**src/verilog/ces_pkg.sv**
```systemverilog
// ============================================================
// Completion stream sideband constants
// ============================================================
package ces_pkg;

    // Stream widths
    localparam int DATA_W   = 512;               // Completion data bus width
    localparam int BYTE_N   = 64;                // Bytes per beat, one parity bit each
    localparam int SB_W     = 161;               // Completion sideband width
    localparam int SLOT_N   = 4;                 // Straddled TLPs per beat
    localparam int CNT_W    = 3;                 // Width of a 0..4 count
    localparam int DWP_W    = 4;                 // Width of one last-Dword offset
    localparam int LANE_W   = 2;                 // Width of one start lane code

    // Sideband field positions
    localparam int SB_START_LSB = 64;            // Start flags 67:64
    localparam int SB_SPTR_LSB  = 68;            // Start lane codes 75:68
    localparam int SB_END_LSB   = 76;            // End flags 79:76
    localparam int SB_EPTR_LSB  = 80;            // Last-Dword offsets 95:80
    localparam int SB_DISC_BIT  = 96;            // Discard flag
    localparam int SB_PAR_LSB   = 97;            // Odd parity 160:97

    // Register map (byte addresses)
    localparam logic [7:0] REG_CTRL   = 8'h00;   // Control
    localparam logic [7:0] REG_STATUS = 8'h04;   // Sticky events, write one to clear
    localparam logic [7:0] REG_MASK   = 8'h08;   // Interrupt mask
    localparam logic [7:0] REG_BEATS  = 8'h0c;   // Delivered beat count
    localparam int         ADDR_W     = 8;       // Decoded address bits

    // Control bits
    localparam int CTRL_STRADDLE = 0;            // Straddling enable
    localparam int CTRL_ENDPOINT = 1;            // Endpoint configuration
    localparam int CTRL_W        = 2;            // Implemented control bits

    // Status and mask bits
    localparam int EV_DISCARD    = 0;            // A TLP was discarded
    localparam int EV_START_HELD = 1;            // Starts suppressed after discard
    localparam int EV_W          = 2;            // Implemented event bits

    // Reset values
    localparam logic [CTRL_W-1:0] CTRL_RST = 2'h0;  // Straddle off, not endpoint
    localparam logic [EV_W-1:0]   EV_RST   = 2'h0;  // No events, all masked
    localparam int                BEAT_W   = 32;    // Beat counter width

endpackage

```
**src/verilog/ces_parity.sv**
```systemverilog
`timescale 1ns/1ps
`default_nettype none
// ============================================================
// Per-byte odd parity of one data beat
// ============================================================
module ces_parity
    import ces_pkg::*;
(
    // Data in
    input  wire logic [DATA_W-1:0] data,
    // Parity out, one bit per byte
    output logic      [BYTE_N-1:0] parity
);

    // One odd-parity bit per byte lane
    genvar i;
    generate
        for (i = 0; i < BYTE_N; i++) begin : g_byte
            assign parity[i] = ~(^data[8*i +: 8]);
        end
    endgenerate

endmodule
`default_nettype wire

```
**src/verilog/ces_framer.sv**
```systemverilog
`timescale 1ns/1ps
`default_nettype none
// Overview of operation
// - End flags thermometer coded, zero to four
// - End flags at 79:76, straddle only
// - Non-straddle: last marks each TLP final beat
// - First last-Dword offset at 83:80, flag bit0
// - Other offsets at 87:84, 91:88, 95:92
// - Offsets held zero without straddling
// - Discard flag bit 96 on payload error
// - Discard only with payload, final beat
// - Endpoint reports payload error upstream
// - Per-byte odd parity at 160:97
// - Start flags 67:64, bit0 only unstraddled
// - Start lane codes, first at 69:68
// ============================================================
// Completion stream framer with APB control
// ============================================================
module ces_framer
    import ces_pkg::*;
(
    // Clock and reset
    input  wire logic                   pclk,
    input  wire logic                   presetn,
    // APB slave
    input  wire logic                   psel,
    input  wire logic                   penable,
    input  wire logic                   pwrite,
    input  wire logic [ADDR_W-1:0]      paddr,
    input  wire logic [31:0]            pwdata,
    output logic      [31:0]            prdata,
    output logic                        pready,
    output logic                        pslverr,
    // Interrupt
    output logic                        irq,
    // Beat source from the core's completion buffer
    input  wire logic                   src_valid,
    output logic                        src_ready,
    input  wire logic [DATA_W-1:0]      src_data,
    input  wire logic [CNT_W-1:0]       src_start_count,
    input  wire logic [SLOT_N*LANE_W-1:0] src_start_lanes,
    input  wire logic [CNT_W-1:0]       src_end_count,
    input  wire logic [SLOT_N*DWP_W-1:0] src_end_offsets,
    input  wire logic                   src_last,
    input  wire logic                   src_payload_error,
    input  wire logic                   src_has_payload,
    // Completion stream to client logic
    output logic                        completion_stream_valid,
    input  wire logic                   completion_stream_ready,
    output logic [DATA_W-1:0]           completion_stream_data,
    output logic                        completion_stream_last,
    output logic [SB_W-1:0]             completion_sideband,
    // Error report request toward the error reporting logic
    output logic                        aer_report
);

    // ========================================================
    // Helper functions
    // ========================================================

    // Count of slots to thermometer flags; over-range saturates at four
    function automatic logic [SLOT_N-1:0] thermo(input logic [CNT_W-1:0] n);
        logic [SLOT_N-1:0] t;
        t = '0;
        for (int k = 0; k < SLOT_N; k++) begin
            if (n > k[CNT_W-1:0]) begin
                t[k] = 1'b1;
            end
        end
        return t;
    endfunction

    // Address is one of the mapped registers
    function automatic logic mapped(input logic [ADDR_W-1:0] a);
        return (a == REG_CTRL) || (a == REG_STATUS) || (a == REG_MASK) || (a == REG_BEATS);
    endfunction

    // ========================================================
    // Registers and wires
    // ========================================================
    logic [CTRL_W-1:0]  ctrl;           // Straddle and endpoint control
    logic [CTRL_W-1:0]  next_ctrl;
    logic [EV_W-1:0]    status;         // Sticky events
    logic [EV_W-1:0]    next_status;
    logic [EV_W-1:0]    mask;           // Interrupt enables
    logic [EV_W-1:0]    next_mask;
    logic [BEAT_W-1:0]  beats;          // Handshaked beat counter
    logic [BEAT_W-1:0]  next_beats;
    logic [31:0]        next_prdata;
    logic               wr_en;          // APB write in access phase
    logic               rd_setup;       // APB read in setup phase
    logic [EV_W-1:0]    ev_set;         // Events raised this cycle

    logic               straddle;       // Straddling enabled
    logic               load;           // Output stage takes a new beat
    logic               xfer;           // Output handshake completes
    logic [BYTE_N-1:0]  par;            // Parity of incoming beat

    logic               next_valid;
    logic [DATA_W-1:0]  next_data;
    logic               next_last;
    logic [SB_W-1:0]    next_sb;
    logic               next_aer;
    logic               disc;           // Discard applies to this beat
    logic               held;           // Starts suppressed this beat
    logic [SLOT_N-1:0]  end_f;
    logic [SLOT_N-1:0]  start_f;

    assign straddle = ctrl[CTRL_STRADDLE];

    // ========================================================
    // Parity generator
    // ========================================================
    ces_parity u_parity (
        .data   (src_data),
        .parity (par)
    );

    // ========================================================
    // Stream handshake
    // ========================================================

    // Single output stage; it refills when empty or drained
    assign xfer      = completion_stream_valid & completion_stream_ready;
    assign src_ready = ~completion_stream_valid | completion_stream_ready;
    assign load      = src_ready;

    // ========================================================
    // Beat framing
    // ========================================================

    // Builds the next output beat and its sideband
    always_comb begin
        end_f      = thermo(src_end_count);
        start_f    = thermo(src_start_count);
        next_valid = completion_stream_valid;
        next_data  = completion_stream_data;
        next_last  = completion_stream_last;
        next_sb    = completion_sideband;
        disc       = 1'b0;
        held       = 1'b0;
        if (load) begin
            next_valid = src_valid;
            next_data  = src_data;
            next_sb    = '0;
            // Discard needs payload and the TLP's final beat
            if (straddle) begin
                disc = src_payload_error & src_has_payload & end_f[0];
            end else begin
                disc = src_payload_error & src_has_payload & src_last;
            end
            next_sb[SB_DISC_BIT] = disc;
            if (straddle) begin
                // Thermometer end flags, final beats only
                next_sb[SB_END_LSB +: SLOT_N] = end_f;
                // Each offset only where its flag is set
                for (int k = 0; k < SLOT_N; k++) begin
                    if (end_f[k]) begin
                        next_sb[SB_EPTR_LSB + k*DWP_W +: DWP_W] =
                            src_end_offsets[k*DWP_W +: DWP_W];
                    end
                end
                // No TLP may begin in a beat that carries a discard
                if (disc && start_f != '0) begin
                    held = 1'b1;
                end else begin
                    next_sb[SB_START_LSB +: SLOT_N] = start_f;
                    for (int k = 0; k < SLOT_N; k++) begin
                        if (start_f[k]) begin
                            next_sb[SB_SPTR_LSB + k*LANE_W +: LANE_W] =
                                src_start_lanes[k*LANE_W +: LANE_W];
                        end
                    end
                end
                // Last-beat marker unused when straddling
                next_last = 1'b0;
            end else begin
                // Unstraddled: last marks the end, offsets stay zero
                next_last = src_last;
                next_sb[SB_START_LSB] = start_f[0];
            end
            next_sb[SB_PAR_LSB +: BYTE_N] = par;
        end
    end

    // Endpoint mode forwards payload errors to error reporting
    always_comb begin
        next_aer = xfer & completion_sideband[SB_DISC_BIT] & ctrl[CTRL_ENDPOINT];
    end

    // Output stage registers
    always_ff @(posedge pclk or negedge presetn) begin
        if (!presetn) begin
            completion_stream_valid <= 1'b0;
            completion_stream_data  <= '0;
            completion_stream_last  <= 1'b0;
            completion_sideband     <= '0;
            aer_report              <= 1'b0;
        end else begin
            completion_stream_valid <= next_valid;
            completion_stream_data  <= next_data;
            completion_stream_last  <= next_last;
            completion_sideband     <= next_sb;
            aer_report              <= next_aer;
        end
    end

    // ========================================================
    // APB register file
    // ========================================================

    // Zero-wait slave; errors only on unmapped access
    assign pready  = 1'b1;
    assign pslverr = psel & penable & ~mapped(paddr);
    assign wr_en   = psel & penable & pwrite & mapped(paddr);
    assign rd_setup = psel & ~penable & ~pwrite;

    // Discard event on completed beats, start-held event when the beat is loaded
    always_comb begin
        ev_set                = '0;
        ev_set[EV_DISCARD]    = xfer & completion_sideband[SB_DISC_BIT];
        ev_set[EV_START_HELD] = load & src_valid & held;
    end

    // Next register values; a new event beats its own clear
    always_comb begin
        next_ctrl   = ctrl;
        next_mask   = mask;
        next_status = status;
        next_beats  = beats;
        next_prdata = prdata;
        if (wr_en) begin
            case (paddr)
                REG_CTRL: begin
                    next_ctrl = pwdata[CTRL_W-1:0];
                end
                REG_STATUS: begin
                    next_status = status & ~pwdata[EV_W-1:0];
                end
                REG_MASK: begin
                    next_mask = pwdata[EV_W-1:0];
                end
                default: begin
                    next_ctrl = ctrl;
                end
            endcase
        end
        next_status = next_status | ev_set;
        if (xfer) begin
            next_beats = beats + 1'b1;
        end
        // Read data captured in the setup phase
        if (rd_setup) begin
            next_prdata = '0;
            case (paddr)
                REG_CTRL: begin
                    next_prdata[CTRL_W-1:0] = ctrl;
                end
                REG_STATUS: begin
                    next_prdata[EV_W-1:0] = status;
                end
                REG_MASK: begin
                    next_prdata[EV_W-1:0] = mask;
                end
                REG_BEATS: begin
                    next_prdata = beats;
                end
                default: begin
                    next_prdata = '0;
                end
            endcase
        end
    end

    // Register file flip-flops
    always_ff @(posedge pclk or negedge presetn) begin
        if (!presetn) begin
            ctrl   <= CTRL_RST;
            status <= EV_RST;
            mask   <= EV_RST;
            beats  <= '0;
            prdata <= '0;
        end else begin
            ctrl   <= next_ctrl;
            status <= next_status;
            mask   <= next_mask;
            beats  <= next_beats;
            prdata <= next_prdata;
        end
    end

    // Level interrupt while any unmasked event stays set
    assign irq = |(status & mask);

endmodule
`default_nettype wire

```
**config.mk**
```make
export PLATFORM = sky130hd
export DESIGN_NAME = ces_framer
export DESIGN_NICKNAME = d
export VERILOG_FILES = /design/src/verilog/ces_pkg.sv /design/src/verilog/ces_parity.sv /design/src/verilog/ces_framer.sv
export SDC_FILE = /design/constraint.sdc
export NUM_CORES = 2
export LEC_CHECK = 0
export BUFFER_PORTS_ARGS = -buffer_cell sky130_fd_sc_hd__buf_2
export CAP_MARGIN = 0
export CORE_AREA = 2 2 513 515
export DETAILED_ROUTE_END_ITERATION = 10
export DIE_AREA = 0 0 515 517
export GPL_TIMING_DRIVEN = 1
export PLACE_DENSITY_LB_ADDON = 0.1
export SETUP_SLACK_MARGIN = 0.3
export SLEW_MARGIN = 40
export SYNTH_ARGS = -nofsm -noshare
export SYNTH_HDL_FRONTEND = slang
export SYNTH_HIERARCHICAL = 1
export SYNTH_SLANG_ARGS = --single-unit
```
**constraint.sdc**
```tcl
create_clock -name pclk -period 3.3 [get_ports pclk]
set_input_delay 0.165 -clock pclk [delete_from_list [all_inputs] [get_ports pclk]]
set_output_delay 0.165 -clock pclk [all_outputs]
set_load 0.01 [all_outputs]
```
==> reports/metrics.csv <==
metric,value,unit
tns,0,ns
cp.required,3.13,ns
first_iter_violations,1285,
yosys.area.top_type,dfrtp_1,
htree_num_levels,3,
seq_area_frac_synth,0.565,
cts.sinks,682,
crit_buf_inv,3,
grt_setup_unrepaired,false,
max_cap_violations,0,
cts_root_buf,clkbuf_16,
crit_family,buffers and inverters,
syn-cell-area,30200,µm²
avgSynthCellArea,9.21,µm²
grt_max_degree,136,
clkLatencyLatePin,0.75,ns
p_seq_frac,0.369,
synth_area_leaders,"dfrtp_1 56%, nand2_1 22%, xnor2_1 14%",
track_usage,0.130,
worstPathMaxFanout,53,
placementRows,188,
grt_pass1_vias,30200,
worstHoldPathType,in -> reg,
drc,0,
setup_viol,0,
drt_wl_total,179000,µm
min_period_over_period,0.793,
coreArea,261000,µm²
synthCells,3282,
firstDrtPassIters,5,
grt_remaining_overflow,0,
min_period,2.62,ns
vdd_drop_max,0.383,mV
io_pins,1304,
finClkSkew,0.0547,ns
combPwrFrac,0.226,
syn2layout_area_growth,63.7,%
p_clk_frac,0.404,
power.density,540,nW/µm²
cts.clk_slew.worst_paths,0.06,ns
critPathSlowestCell,buf_4,
cp_cell_sequence,"nor2b_4, inv_8, buf_4, buf_2",
worstMarginPinSlew,0.867,ns
synth_ff_type,dfrtp_1,
vias_per_cell,3.32,
gp_congestion,0.819,
ys_seq_elements,682,
synth.distinct_cells,40,
switching_share,0.330,
layout-drive-gt1-share,0.279,
critPathMaxStageDelay,0.47,ns
n_fill_cell,29400,
p_leak,0.0245,µW
vias,28600,
port_buffers,1208,
post-route-util,0.189,
grt_antenna_before_repair,65,
cts_inserted_buffers,98,
yosys_warnings,6,
crit_path_start_kind,flop,
switching_power,8830,µW
async_flop_share,1.00,
routedWlPerCell,20.8,µm
final_design_area_no_fill,49500,µm²
cp.arrival,2.45,ns
dieArea,266000,µm²
die_w,515,µm
critPathKind,reg -> out,
yosys.area.top_type_share,0.565,
dpl_cell_area,40400,µm²
initial_core_util,0.116,
hpwl,142000,µm
cts_tree,yes,
p_int,17900,µW
die_h,517,µm
detail-route-antenna-nets,0,
outcome,finished clean,
final_hold_viol_count,0,
max_clock_freq,0.382,GHz
slew_violations,0,
cts.path.max_buffers,3,
nets,5678,
relSlewSlack,0.422,
synth_edf_count,0,
cp-end-kind,output pin,
grt_first_pass_wirelength,244000,µm
## routing by layer
metal | up-vias | global-route usage | share of wire
li1 | 13600 | - | -
met1 | 13600 | 0.160 | 0.43
met2 | 1075 | 0.204 | 0.44
met3 | 237 | 0.0497 | 0.093
met4 | 32 | 0.0480 | 0.035
met5 | - | 0 | 0.0010
## layout by cell type (no fill, tap or decap), types with 3 or more instances in the layout
master,n
buf_4,45
clkbuf_1,26
clkbuf_8,22
mux2_2,5
buf_12,18
xnor2_1,473
conb_1,65
clkbuf_16,98
clkinv_16,4
clkinv_2,16
a21o_1,6
nand4_2,3
a32o_1,4
nand4_1,17
diode_2,34
nand2_1,1744
nor2_1,16
buf_2,1207
xor2_1,4
dlygate4sd3_1,578
and2_1,5
and3_1,13
nand3_1,13
dfrtp_1,682
a22o_1,55
## stage by stage
stage | total power [µW] | instances | worst slack [ns] | hold WS [ns]
6_report | 26700 | 8613 | 0.683 | 0.126
5_1_grt | 28400 | 8597 | 0.486 | 0.0642
4_1_cts | 27500 | 8579 | 0.494 | 0.00778
3_5_place_dp | 15700 | 7827 | 1.14 | 0.135
3_3_place_gp | 15700 | 7826 | 1.17 | 0.301
2_1_floorplan | 12500 | 3345 | 1.83 | -0.131
## cells in the mapped netlist, types with 3 or more instances
| cell | number |
|---|---|
| a21o_1 | 6 |
| a32o_1 | 4 |
| nand3_1 | 13 |
| buf_4 | 67 |
| nor2_1 | 17 |
| mux2_2 | 5 |
| xnor2_1 | 475 |
| a22o_1 | 55 |
| dfrtp_1 | 682 |
| nand4_1 | 17 |
| and2_1 | 5 |
| nand4_2 | 3 |
| xor2_1 | 4 |
| nand2_1 | 1744 |
| clkbuf_1 | 53 |
| buf_2 | 88 |
| and3_1 | 13 |
## logic make-up (layout without fill, tap and decap cells)
family,count (synthesis),after routing,share of synthesized area
compound gates,73,73,0.0207
xor+xnor,479,479,0.139
fa+ha+maj,1,1,0.000414
buf+inv,212,2026,0.0383
flops,682,682,0.565
mux,7,7,0.00335
other cells,2,99,0.000248
simple gates,1826,1826,0.234
## power groups by stage
stage	combinational (µW)	sequential, µW	clock, µW
after floorplan	2120	10400	0
after global placement	5690	10000	0
after detailed placement	5660	10000	0
after CTS	6300	9890	11300
after global routing	6690	10000	11700
final	6060	9880	10800
## worst paths after layout
check	start	to	slack (ns)	cells after the start
hold reg to reg	completion_stream_data[489]	completion_stream_data[489]	0.46	2
max in group asynchronous	presetn	completion_stream_data[283]	2.06	3
min in group asynchronous	presetn	completion_stream_data[341]	0.20	3
setup reg to reg	completion_stream_valid	completion_sideband[73]	0.79	6
hold / removal	src_has_payload	completion_sideband[64]	0.13	5
setup / recovery	completion_stream_valid	src_ready	0.68	4
## state kept, by name, indices dropped and copies added, names as in the netlist
register / flops
completion_stream_data: 512
completion_sideband: 97
beats: 32
prdata: 32
ctrl: 2
mask: 2
status: 2
aer_report: 1
completion_stream_last: 1
completion_stream_valid: 1
## area by class of cell
| cell class | count | area [µm²] | area share |
|---|---|---|---|
| Inverter | 2 | 15.0 | 0.000303 |
| Tap cell | 3420 | 4280 | 0.0865 |
| Antenna cell | 34 | 85.1 | 0.00172 |
| Sequential cell | 682 | 17100 | 0.345 |
| Multi-Input combinational cell | 2451 | 12300 | 0.248 |
| Timing Repair Buffer | 1850 | 12600 | 0.254 |
| Clock inverter | 28 | 340 | 0.00688 |
| Clock buffer | 146 | 2850 | 0.0577 |
## worst reg2reg max path: stages (launching register included)
cell and delay, ns:
dfrtp_1 0.41, nor2b_4 0.20, buf_12 0.23, nor4_4 0.62, o21a_1 0.30, a22o_1 0.15, dlygate4sd3_1 0.55
## timing repair
item                      4_1_cts  5_1_grt
hold buffers                  578        0
gates resized for setup         0        0
hold endpoints to repair     1053        0
buffers inserted                0        0
Note: power is estimated with default switching activity, not from simulation.
